## src/core/fcsu_pkg.sv

```systemverilog
// Package: command codes, status bits, register map and timing for the flash command host
`default_nettype none
package fcsu_pkg;
	localparam logic [7:0] FCSU_CMD_READ_ARRAY   = 8'hFF;
	localparam logic [7:0] FCSU_CMD_IDENT        = 8'h90;
	localparam logic [7:0] FCSU_CMD_READ_STATUS  = 8'h70;
	localparam logic [7:0] FCSU_CMD_CLEAR_STATUS = 8'h50;
	localparam logic [7:0] FCSU_CMD_PROG_SETUP   = 8'h40;
	localparam logic [7:0] FCSU_CMD_PROG_ALT     = 8'h10;
	localparam logic [7:0] FCSU_CMD_ERASE_SETUP  = 8'h20;
	localparam logic [7:0] FCSU_CMD_CONFIRM      = 8'hD0;
	localparam logic [7:0] FCSU_CMD_SUSPEND      = 8'hB0;
	// Status bit positions
	localparam int FCSU_SR_READY   = 7;
	localparam int FCSU_SR_PAUSED  = 6;
	localparam int FCSU_SR_EFAIL   = 5;
	localparam int FCSU_SR_PFAIL   = 4;
	localparam int FCSU_SR_SUPPLY  = 3;
	localparam logic [7:0] FCSU_SR_MASK = 8'hF8;
	// Host operation codes written to the control register
	localparam logic [2:0] FCSU_OP_READ_ARRAY  = 3'h0;
	localparam logic [2:0] FCSU_OP_READ_IDENT  = 3'h1;
	localparam logic [2:0] FCSU_OP_READ_STATUS = 3'h2;
	localparam logic [2:0] FCSU_OP_CLEAR       = 3'h3;
	localparam logic [2:0] FCSU_OP_PROGRAM     = 3'h4;
	localparam logic [2:0] FCSU_OP_ERASE       = 3'h5;
	localparam logic [2:0] FCSU_OP_SUSPEND     = 3'h6;
	localparam logic [2:0] FCSU_OP_RESUME      = 3'h7;
	// AXI register byte offsets
	localparam logic [4:0] FCSU_REG_CTRL   = 5'h00;
	localparam logic [4:0] FCSU_REG_ADDR   = 5'h04;
	localparam logic [4:0] FCSU_REG_WDATA  = 5'h08;
	localparam logic [4:0] FCSU_REG_RDATA  = 5'h0C;
	localparam logic [4:0] FCSU_REG_STATUS = 5'h10;
	// Pin strobe timing
	localparam int FCSU_CLK_MHZ     = 40;
	localparam int FCSU_STROBE_NS   = 100;
	localparam int FCSU_STROBE_CYC  = (FCSU_STROBE_NS * FCSU_CLK_MHZ + 999) / 1000;
	localparam int FCSU_RECOVER_NS  = 50;
	localparam int FCSU_RECOVER_CYC = (FCSU_RECOVER_NS * FCSU_CLK_MHZ + 999) / 1000;
	localparam logic [7:0] FCSU_CTRL_RESET = 8'h00;
endpackage : fcsu_pkg
`default_nettype wire

```

## src/core/fcsu_bus_if.sv

```systemverilog
// Interface: one pin cycle request from the sequencer to the pin driver
`timescale 1ns/1ps
`default_nettype none
interface fcsu_bus_if #(parameter int AW = 20);
	logic          req;
	logic          wr;
	logic [AW-1:0] addr;
	logic [15:0]   wdata;
	logic          done;
	logic [15:0]   rdata;
	modport master (output req, output wr, output addr, output wdata,
		input done, input rdata);
	modport slave (input req, input wr, input addr, input wdata,
		output done, output rdata);
endinterface : fcsu_bus_if
`default_nettype wire

```

## src/core/fcsu_pin_cycle.sv

```systemverilog
// Pin driver: one read or write cycle on the flash parallel bus
`timescale 1ns/1ps
`default_nettype none
module fcsu_pin_cycle
	import fcsu_pkg::*;
#(
	parameter int AW = 20
) (
	input  wire logic          clock,
	input  wire logic          srst,
	fcsu_bus_if.slave          bus,
	output logic [AW-1:0]      mem_addr,
	output logic               mem_ce_n,
	output logic               mem_oe_n,
	output logic               mem_we_n,
	output logic [15:0]        mem_dq_out,
	output logic               mem_dq_oe,
	input  wire logic [15:0]   mem_dq_in
);
	typedef enum logic [2:0] {
		FCSU_PC_IDLE   = 3'b001,
		FCSU_PC_STROBE = 3'b010,
		FCSU_PC_REST   = 3'b100
	} fcsu_pc_state_t;

	fcsu_pc_state_t state;
	logic [7:0]     cnt;
	logic           is_wr;

	always_ff @(posedge clock) begin
		if (srst) begin
			state <= FCSU_PC_IDLE;
			cnt   <= 8'h00;
			is_wr <= 1'b0;
		end else begin
			case (state)
				FCSU_PC_IDLE: begin
					if (bus.req) begin
						state <= FCSU_PC_STROBE;
						cnt   <= 8'(FCSU_STROBE_CYC - 1);
						is_wr <= bus.wr;
					end
				end
				FCSU_PC_STROBE: begin
					if (cnt == 8'h00) begin
						state <= FCSU_PC_REST;
						cnt   <= 8'(FCSU_RECOVER_CYC - 1);
					end else begin
						cnt <= cnt - 8'h01;
					end
				end
				FCSU_PC_REST: begin
					if (cnt == 8'h00) begin
						state <= FCSU_PC_IDLE;
					end else begin
						cnt <= cnt - 8'h01;
					end
				end
				default: state <= FCSU_PC_IDLE;
			endcase
		end
	end

	// Chip select and output gate drop per read, so each status poll is fresh
	always_ff @(posedge clock) begin // [RULE17]
		if (srst) begin
			mem_ce_n   <= 1'b1;
			mem_oe_n   <= 1'b1;
			mem_we_n   <= 1'b1;
			mem_dq_oe  <= 1'b1;
			mem_dq_out <= 16'h0000;
			mem_addr   <= '0;
		end else if (state == FCSU_PC_IDLE && bus.req) begin
			mem_addr   <= bus.addr;
			mem_ce_n   <= 1'b0;
			mem_oe_n   <= bus.wr;
			mem_we_n   <= ~bus.wr;
			mem_dq_oe  <= ~bus.wr;
			mem_dq_out <= bus.wdata; // [RULE16]
		end else if (state == FCSU_PC_STROBE && cnt == 8'h00) begin
			mem_ce_n <= 1'b1;
			mem_oe_n <= 1'b1;
			mem_we_n <= 1'b1;
		end else if (state == FCSU_PC_REST && cnt == 8'h00) begin
			mem_dq_oe <= 1'b1;
		end
	end

	// Read data taken just before the strobes rise
	always_ff @(posedge clock) begin
		if (srst) begin
			bus.rdata <= 16'h0000;
		end else if (state == FCSU_PC_STROBE && cnt == 8'h00 && !is_wr) begin
			bus.rdata <= mem_dq_in;
		end
	end

	assign bus.done = (state == FCSU_PC_REST) && (cnt == 8'h00);

	AST_STROBE_LEN: assert property (@(posedge clock) disable iff (srst) // [RULE17]
		$fell(mem_ce_n) |-> !mem_ce_n [*2] ##1 !mem_ce_n [*2])
		else $error("chip select strobe too short");
endmodule : fcsu_pin_cycle
`default_nettype wire

```

## src/core/fcsu_host.sv

```systemverilog
// Flash command host: AXI4-Lite registers and command sequencer for a boot-block flash
// Summary of operation
// RULE1 - Fail flags only clear by sending clear-status code 50.
// RULE2 - Fail flags accumulate over operations until the host clears them.
// RULE3 - After code 90, read address bit 0 selects maker or device code.
// RULE4 - After code 70, every read returns status until another command.
// RULE5 - Code FF returns to array read; host sends it before array reads.
// RULE6 - Program: setup 40 or 10 at target, then target address and data.
// RULE7 - Erase: code 20 then D0, both at an address in the block.
// RULE8 - Suspend is code B0, resume is D0; suspend sets ready and paused.
// RULE9 - Paused flag stays one until resume is written.
// RULE10 - Status bit 7 is one when ready, zero when busy.
// RULE11 - Host tests ready first, then examines the fail bits.
// RULE12 - Status bit 5 flags a failed block erase.
// RULE13 - Status bit 4 flags a failed program.
// RULE14 - Status bit 3 flags low supply, sampled only after a sequence.
// RULE15 - Status bits 2 to 0 are reserved; host masks them.
// RULE16 - Host drives the upper data byte to valid levels on command writes.
// RULE17 - Status latches on strobe fall; host toggles strobes per read.
// RULE18 - Upper byte reads zero during status reads in word mode.
// RULE19 - Non-confirm after erase setup sets both fail bits, status mode.
`timescale 1ns/1ps
`default_nettype none
module fcsu_host
	import fcsu_pkg::*;
#(
	parameter int AW = 20
) (
	input  wire logic          clock,
	input  wire logic          srst,
	input  wire logic [4:0]    s_axi_awaddr,
	input  wire logic          s_axi_awvalid,
	output logic               s_axi_awready,
	input  wire logic [31:0]   s_axi_wdata,
	input  wire logic [3:0]    s_axi_wstrb,
	input  wire logic          s_axi_wvalid,
	output logic               s_axi_wready,
	output logic [1:0]         s_axi_bresp,
	output logic               s_axi_bvalid,
	input  wire logic          s_axi_bready,
	input  wire logic [4:0]    s_axi_araddr,
	input  wire logic          s_axi_arvalid,
	output logic               s_axi_arready,
	output logic [31:0]        s_axi_rdata,
	output logic [1:0]         s_axi_rresp,
	output logic               s_axi_rvalid,
	input  wire logic          s_axi_rready,
	output logic [AW-1:0]      mem_addr,
	output logic               mem_ce_n,
	output logic               mem_oe_n,
	output logic               mem_we_n,
	output logic [15:0]        mem_dq_out,
	output logic               mem_dq_oe,
	input  wire logic [15:0]   mem_dq_in
);
	typedef enum logic [6:0] {
		FCSU_IDLE   = 7'b0000001,
		FCSU_CMD1   = 7'b0000010,
		FCSU_CMD2   = 7'b0000100,
		FCSU_POLLC  = 7'b0001000,
		FCSU_POLL   = 7'b0010000,
		FCSU_READ   = 7'b0100000,
		FCSU_FIN    = 7'b1000000
	} fcsu_state_t;

	fcsu_state_t    state;
	fcsu_bus_if #(.AW(AW)) pin ();

	logic [2:0]     op;
	logic [AW-1:0]  target;
	logic [15:0]    wvalue;
	logic [15:0]    rvalue;
	logic [7:0]     operation_status;
	logic           busy;
	logic           wait_ready;
	logic           ready_seen;
	logic           start;

	// AXI write channel: both address and data held until taken together
	logic           wr_go;
	logic [4:0]     wr_addr;
	assign wr_go         = s_axi_awvalid && s_axi_wvalid && !s_axi_bvalid;
	assign s_axi_awready = wr_go;
	assign s_axi_wready  = wr_go;
	assign wr_addr       = s_axi_awaddr;
	assign start = wr_go && wr_addr == FCSU_REG_CTRL && s_axi_wstrb[0] && s_axi_wdata[7] && !busy;

	always_ff @(posedge clock) begin
		if (srst) begin
			s_axi_bvalid <= 1'b0;
			s_axi_bresp  <= 2'b00;
		end else if (wr_go) begin
			s_axi_bvalid <= 1'b1;
			if (wr_addr == FCSU_REG_CTRL || wr_addr == FCSU_REG_ADDR
				|| wr_addr == FCSU_REG_WDATA) begin
				s_axi_bresp <= 2'b00;
			end else begin
				s_axi_bresp <= 2'b10;
			end
		end else if (s_axi_bready) begin
			s_axi_bvalid <= 1'b0;
		end
	end

	always_ff @(posedge clock) begin
		if (srst) begin
			target <= '0;
			wvalue <= 16'h0000;
			op     <= FCSU_OP_READ_ARRAY;
		end else if (wr_go && !busy) begin
			if (wr_addr == FCSU_REG_CTRL) begin
				if (s_axi_wstrb[0]) begin
					op <= s_axi_wdata[2:0];
				end
			end else if (wr_addr == FCSU_REG_ADDR) begin
				target <= s_axi_wdata[AW-1:0];
			end else if (wr_addr == FCSU_REG_WDATA) begin
				wvalue <= s_axi_wdata[15:0];
			end
		end
	end

	// AXI read channel
	assign s_axi_arready = !s_axi_rvalid;
	always_ff @(posedge clock) begin
		if (srst) begin
			s_axi_rvalid <= 1'b0;
			s_axi_rdata  <= 32'h00000000;
			s_axi_rresp  <= 2'b00;
		end else if (s_axi_arvalid && !s_axi_rvalid) begin
			s_axi_rvalid <= 1'b1;
			s_axi_rresp  <= 2'b00;
			if (s_axi_araddr == FCSU_REG_CTRL) begin
				s_axi_rdata <= {23'h000000, busy, 5'h00, op};
			end else if (s_axi_araddr == FCSU_REG_ADDR) begin
				s_axi_rdata <= 32'(target);
			end else if (s_axi_araddr == FCSU_REG_WDATA) begin
				s_axi_rdata <= {16'h0000, wvalue};
			end else if (s_axi_araddr == FCSU_REG_RDATA) begin
				s_axi_rdata <= {16'h0000, rvalue};
			end else if (s_axi_araddr == FCSU_REG_STATUS) begin
				s_axi_rdata <= {24'h000000, operation_status};
			end else begin
				s_axi_rdata <= 32'h00000000;
				s_axi_rresp <= 2'b10;
			end
		end else if (s_axi_rready) begin
			s_axi_rvalid <= 1'b0;
		end
	end

	// Commands that need a completion poll
	assign wait_ready = (op == FCSU_OP_PROGRAM) || (op == FCSU_OP_ERASE)
		|| (op == FCSU_OP_SUSPEND) || (op == FCSU_OP_RESUME);
	// Resume skips the poll; the erase may take seconds, so software polls on
	assign ready_seen = pin.rdata[FCSU_SR_READY]; // [RULE10] [RULE11]

	function automatic logic [7:0] first_code(input logic [2:0] o);
		case (o)
			FCSU_OP_READ_ARRAY:  first_code = FCSU_CMD_READ_ARRAY; // [RULE5]
			FCSU_OP_READ_IDENT:  first_code = FCSU_CMD_IDENT; // [RULE3]
			FCSU_OP_READ_STATUS: first_code = FCSU_CMD_READ_STATUS; // [RULE4]
			FCSU_OP_CLEAR:       first_code = FCSU_CMD_CLEAR_STATUS; // [RULE1] [RULE2]
			FCSU_OP_PROGRAM:     first_code = FCSU_CMD_PROG_SETUP; // [RULE6]
			FCSU_OP_ERASE:       first_code = FCSU_CMD_ERASE_SETUP; // [RULE7]
			FCSU_OP_SUSPEND:     first_code = FCSU_CMD_SUSPEND; // [RULE8]
			default:             first_code = FCSU_CMD_CONFIRM; // [RULE9]
		endcase
	endfunction

	always_ff @(posedge clock) begin
		if (srst) begin
			state <= FCSU_IDLE;
		end else begin
			case (state)
				FCSU_IDLE: begin
					if (start) begin
						state <= FCSU_CMD1;
					end
				end
				FCSU_CMD1: begin
					if (pin.done) begin
						if (op == FCSU_OP_PROGRAM || op == FCSU_OP_ERASE) begin
							state <= FCSU_CMD2;
						end else if (wait_ready && op != FCSU_OP_RESUME) begin
							state <= FCSU_POLL;
						end else if (op == FCSU_OP_READ_ARRAY || op == FCSU_OP_CLEAR
							|| op == FCSU_OP_RESUME) begin
							state <= FCSU_FIN;
						end else begin
							state <= FCSU_READ;
						end
					end
				end
				FCSU_CMD2: begin
					if (pin.done) begin
						state <= FCSU_POLL;
					end
				end
				FCSU_POLL: begin
					if (pin.done) begin
						state <= FCSU_POLLC;
					end
				end
				FCSU_POLLC: begin
					state <= ready_seen ? FCSU_FIN : FCSU_POLL; // [RULE11] [RULE17]
				end
				FCSU_READ: begin
					if (pin.done) begin
						state <= FCSU_FIN;
					end
				end
				FCSU_FIN: state <= FCSU_IDLE;
				default: state <= FCSU_IDLE;
			endcase
		end
	end

	assign busy = (state != FCSU_IDLE);

	// Pin requests per state
	assign pin.req = (state == FCSU_CMD1) || (state == FCSU_CMD2)
		|| (state == FCSU_POLL) || (state == FCSU_READ);
	assign pin.wr  = (state == FCSU_CMD1) || (state == FCSU_CMD2);
	always_comb begin
		pin.addr  = target;
		pin.wdata = 16'h0000; // Upper byte held low, a valid level [RULE16]
		if (state == FCSU_CMD1) begin
			pin.wdata = {8'h00, first_code(op)};
		end else if (state == FCSU_CMD2 && op == FCSU_OP_PROGRAM) begin
			pin.wdata = wvalue; // [RULE6]
		end else if (state == FCSU_CMD2) begin
			pin.wdata = {8'h00, FCSU_CMD_CONFIRM}; // [RULE7]
		end
		if (state == FCSU_READ && op == FCSU_OP_READ_IDENT) begin
			pin.addr = {{(AW-1){1'b0}}, target[0]}; // [RULE3]
		end
	end

	// Capture read results; status keeps only the defined bits
	always_ff @(posedge clock) begin
		if (srst) begin
			rvalue           <= 16'h0000;
			operation_status <= 8'h00;
		end else if (pin.done && !pin.wr) begin
			rvalue <= pin.rdata;
			if (state == FCSU_POLL || op == FCSU_OP_READ_STATUS) begin
				operation_status <= pin.rdata[7:0] & FCSU_SR_MASK; // [RULE15] [RULE18]
			end
		end
	end

	fcsu_pin_cycle #(.AW(AW)) u_pin (
		.clock      (clock),
		.srst       (srst),
		.bus        (pin.slave),
		.mem_addr   (mem_addr),
		.mem_ce_n   (mem_ce_n),
		.mem_oe_n   (mem_oe_n),
		.mem_we_n   (mem_we_n),
		.mem_dq_out (mem_dq_out),
		.mem_dq_oe  (mem_dq_oe),
		.mem_dq_in  (mem_dq_in)
	);

	AST_SETUP_CODE: assert property (@(posedge clock) disable iff (srst) // [RULE6]
		$fell(mem_we_n) && state == FCSU_CMD1 && op == FCSU_OP_PROGRAM
		|-> mem_dq_out[7:0] == FCSU_CMD_PROG_SETUP)
		else $error("program setup code wrong");
	AST_ERASE_CONF: assert property (@(posedge clock) disable iff (srst) // [RULE7]
		$fell(mem_we_n) && state == FCSU_CMD2 && op == FCSU_OP_ERASE
		|-> mem_dq_out[7:0] == FCSU_CMD_CONFIRM)
		else $error("erase confirm code wrong");
	AST_SAME_ADDR: assert property (@(posedge clock) disable iff (srst) // [RULE7]
		$fell(mem_we_n) && state == FCSU_CMD2 |-> mem_addr == target)
		else $error("second write at other address");
	AST_UPPER_LOW: assert property (@(posedge clock) disable iff (srst) // [RULE16]
		!mem_we_n && state == FCSU_CMD1 |-> mem_dq_out[15:8] == 8'h00)
		else $error("upper byte not driven low");
	AST_POLL_EXIT: assert property (@(posedge clock) disable iff (srst) // [RULE11]
		state == FCSU_POLLC && !pin.rdata[FCSU_SR_READY] |=> state == FCSU_POLL)
		else $error("poll left while busy");
	AST_MASK: assert property (@(posedge clock) disable iff (srst) // [RULE15]
		operation_status[2:0] == 3'h0)
		else $error("reserved status bits kept");
	AST_CLEAR_CODE: assert property (@(posedge clock) disable iff (srst) // [RULE1]
		$fell(mem_we_n) && op == FCSU_OP_CLEAR |-> mem_dq_out[7:0] == FCSU_CMD_CLEAR_STATUS)
		else $error("clear code wrong");
	AST_ID_ADDR: assert property (@(posedge clock) disable iff (srst) // [RULE3]
		$fell(mem_oe_n) && state == FCSU_READ && op == FCSU_OP_READ_IDENT
		|-> mem_addr[AW-1:1] == '0)
		else $error("identifier address not bit zero only");
	AST_DQ_DRIVE: assert property (@(posedge clock) disable iff (srst) // [RULE16]
		!mem_we_n |-> !mem_dq_oe)
		else $error("data bus not driven during command write");
	AST_POLL_READ: assert property (@(posedge clock) disable iff (srst) // [RULE17]
		state == FCSU_POLL && !mem_ce_n |-> !mem_oe_n && mem_we_n)
		else $error("poll cycle is not a fresh read");
	AST_FIN_READY: assert property (@(posedge clock) disable iff (srst) // [RULE11]
		state == FCSU_FIN && wait_ready && op != FCSU_OP_RESUME
		|-> operation_status[FCSU_SR_READY])
		else $error("poll ended without ready status");
endmodule : fcsu_host
`default_nettype wire

```

## config.mk

```make
export PLATFORM = sky130hd
export DESIGN_NAME = fcsu_host
export DESIGN_NICKNAME = d
export VERILOG_FILES = /design/src/core/fcsu_pkg.sv /design/src/core/fcsu_bus_if.sv /design/src/core/fcsu_pin_cycle.sv /design/src/core/fcsu_host.sv
export SDC_FILE = /design/constraint.sdc
export NUM_CORES = 1
export LEC_CHECK = 0
export ABC_AREA = 1
export BUFFER_PORTS_ARGS = -buffer_cell sky130_fd_sc_hd__buf_4
export CAP_MARGIN = 10
export CORE_MARGIN = 4
export CORE_UTILIZATION = 59
export CTS_CLUSTER_DIAMETER = 120
export CTS_CLUSTER_SIZE = 14
export DETAILED_ROUTE_END_ITERATION = 10
export PLACE_DENSITY = 0.95
export SLEW_MARGIN = 10
export SYNTH_ARGS = -nofsm -noshare
export SYNTH_HDL_FRONTEND = slang
export SYNTH_SLANG_ARGS = --single-unit
```

## constraint.sdc

```tcl
create_clock -name clock -period 2.94 [get_ports clock]
set_input_delay 0.441 -clock clock [delete_from_list [all_inputs] [get_ports clock]]
set_output_delay 0.441 -clock clock [all_outputs]
set_load 0.005 [all_outputs]
```

==> results.yml <==
status:
  status: "complete, no violations"
clocking:
  clkLatencyLatePin_ns: 0.43
  cts_buffers: 17
  post_cts_buffers: 0
  cts.sinks: 159
  ctsResizeCount: 0
  cts_hold_buffers: 0
  cts-root-buf: "clkbuf_16"
  clkTransAtPathRegs_ns: 0.07
  cts_tree: "done"
  cts_buffer_depth: 2
  htree_levels: 4
power:
  leakage_nw: 3.388
  max-vdd-ir-drop_mv: 0.3131
  powerDensity_mw_per_mm2: 636.8
route:
  num_vias: 6801
  avgViaCountPerCell: 5.710
  postRouteAntennaNets: 0
  drc: 0
  avgRoutedWirePerCell_um: 16.23
  drtPass1Iterations: 6
  drt_iter0_drc: 883
  routed_wl_mm: 19.33
grt:
  use_met2_pct: 43.42
  grtUsageMet3_pct: 6.478
  grt_pass1_vias: 6041
  grt_max_degree: 45
  antenna_found_initial: 0
  grt.overflow.total: 0
  grtUsageMet1_pct: 39.27
  busiest_layer: "met2"
  grt_first_pass_wirelength_mm: 30.26
  grtUsageTotal_pct: 28.28
sta:
  fin_tns_setup_ns: 0
  rsz0062_at_grt: "no"
  slew_headroom_pct: 52.85
  fin_crit_sh_pct: 73.05
  finClkSkew_ns: 0.01288
  min_period_ns: 2.148
  max_freq_ghz: 0.4656
  tightest_slew_ns: 0.7073
  hold_viol: 0
  final_max_slew_viol_count: 0
  setup_violations: 0
  holdWs_ns: 0.2324
floorplanning:
  ios: 150
  core-area_mm2: 0.01152
  start_util_pct: 60.72
  row_count: 39
  dieArea_mm2: 0.01366
  dieHeight_um: 116.9
  die-width_um: 116.9
critical_path:
  critPathLaunchType: "flop"
  cp_max_fo: 36
  crit_buf_inv: 3
  critical_path_class: "reg -> reg"
  rrSetupSlack_ns: 0.79
  critPathSlowestCell: "clkinv_1"
  path_cells: "inv_1 -> nand3_1 -> clkinv_1 -> nand2_2 -> buf_4 -> a21oi_2 -> nor3_2"
  required_ns: 3.28
  cp-end-kind: "flop"
  critical-path-top-delay-family: "buffers and inverters"
  cpPeakStageDelay_ns: 0.48
  critPathArrivalTime_ns: 2.49
placement:
  port_buffers: 120
  placed_area_mm2: 0.007853
  place_congestion: 1.007
  dp_hpwl_mm: 13.52
job:
  maxCapViolCount: 0
synth:
  ys_top_cells_by_area: "dfxtp_1, o21ai_0, a21oi_1"
  ys_seq_area_share_pct: 45.52
  ys_ff_latch: 159
  synth_cell_types: 41
  synthCells: 935
  yosysMostFrequentCell: "dfxtp_1"
  synth_edf_count: 0
  async_flop_share_pct: 0
  synth_top_area_share_pct: 45.52
  ys_warn_count: 0
  synth_common_cells: "dfxtp_1, nor2_1, nand2_1"
  yosysTopAreaCell: "dfxtp_1"
  synth.avg_cell_area_um2: 7.479
  syn_area_mm2: 0.006993
  synthFlopType: "dfxtp_1"
final_layout:
  drive_above_1_share_pct: 21.18
  finalInstanceArea_mm2: 0.008403
  final_core_util_pct: 72.97
  syn2layout_area_growth_pct: 20.16
  fin_nets: 1108
  diodes: 0
hold_path:
  hold_class: "in -> reg"
[through the flow]
stage	power [mW]	cells	worst slack, ns
finish	5.351	1191	0.7924
global placement	3.287	1160	0.8670
floorplan	3.025	948	1.332
global route	5.563	1191	0.6208
detailed placement	3.314	1160	0.7892
CTS	5.340	1191	0.8282
[layout make-up]
cell class | instances | area [um^2]
clock buffer | 18 | 429.2
inverter | 81 | 304.0
timing repair buffer | 127 | 953.4
multi-input combinational | 650 | 3233
sequential | 159 | 3183
clock inverter | 13 | 121.4
tap | 143 | 178.9
fill | 865 | 3113
[routing by layer]
layer / share of wire, % / vias to the layer above
li1: - / 3284
met3: 11 / 49
met1: 42 / 3122
met5: 0 / -
met2: 46 / 346
met4: 2.2 / 0
[placed cells by master (no fill, tap or decap), types with 2 or more instances in the layout]
| master | instances |
|---|---|
| a211oi_1 | 4 |
| a21oi_1 | 109 |
| a21oi_2 | 8 |
| buf_4 | 127 |
| clkbuf_16 | 17 |
| clkinv_4 | 2 |
| conb_1 | 14 |
| dfxtp_1 | 159 |
| ha_1 | 3 |
| inv_1 | 68 |
| inv_2 | 12 |
| inv_6 | 6 |
| inv_8 | 2 |
| nand2_1 | 124 |
| nand2_2 | 4 |
| nand2_4 | 2 |
| nand3_1 | 54 |
| nand3_2 | 5 |
| nand4_1 | 10 |
| nor2_1 | 127 |
| nor2_2 | 14 |
| nor2_4 | 5 |
| nor2_8 | 3 |
| nor3_1 | 10 |
| nor3_2 | 7 |
| o21ai_0 | 120 |
| o21ai_1 | 3 |
| o22ai_1 | 11 |
| or2_2 | 2 |
[final timing paths]
| path | from | to | depth (start not counted) |
|---|---|---|---|
| setup / recovery | u_pin.state[2] | u_pin.mem_dq_out[9] | 7 |
| hold / removal | mem_dq_in[11] | u_pin.bus.rdata[11] | 3 |
| setup reg to reg | u_pin.state[2] | u_pin.mem_dq_out[9] | 7 |
| hold reg to reg | rvalue[6] | rvalue[6] | 2 |
[worst min-delay path, cell delays in order]
cell and delay [ns]:
buf_4 0.08, nor2_2 0.03, nor2_1 0.08
[cell families after synthesis]
family | after synthesis | synth area share (%)
flip-flops | 159 | 45.52
XOR/XNOR | 1 | 0.1253
AO/OA/AOI/OAI | 261 | 19.86
buffers and inverters | 139 | 8.946
adder cells (fa/ha/maj) | 3 | 0.5368
AND/OR/NAND/NOR | 371 | 24.96
other | 1 | 0.05363
[where the power goes]
group,switching (mW),internal (mW)
clock network,0.944,1.11
registers,0.0707,2.25
logic,0.640,0.337
total,1.65,3.70
[state kept, by name, summed over array words and instances, names as in the netlist, 3 cells and up]
| name | cells |
|---|---|
| op | 3 |
| operation_status | 5 |
| rvalue | 16 |
| s_axi_rdata | 20 |
| state | 7 |
| target | 20 |
| u_pin.bus.rdata | 16 |
| u_pin.cnt | 8 |
| u_pin.mem_addr | 20 |
| u_pin.mem_dq_out | 16 |
| u_pin.state | 3 |
| wvalue | 16 |
Power figures use the tool's default switching activity.
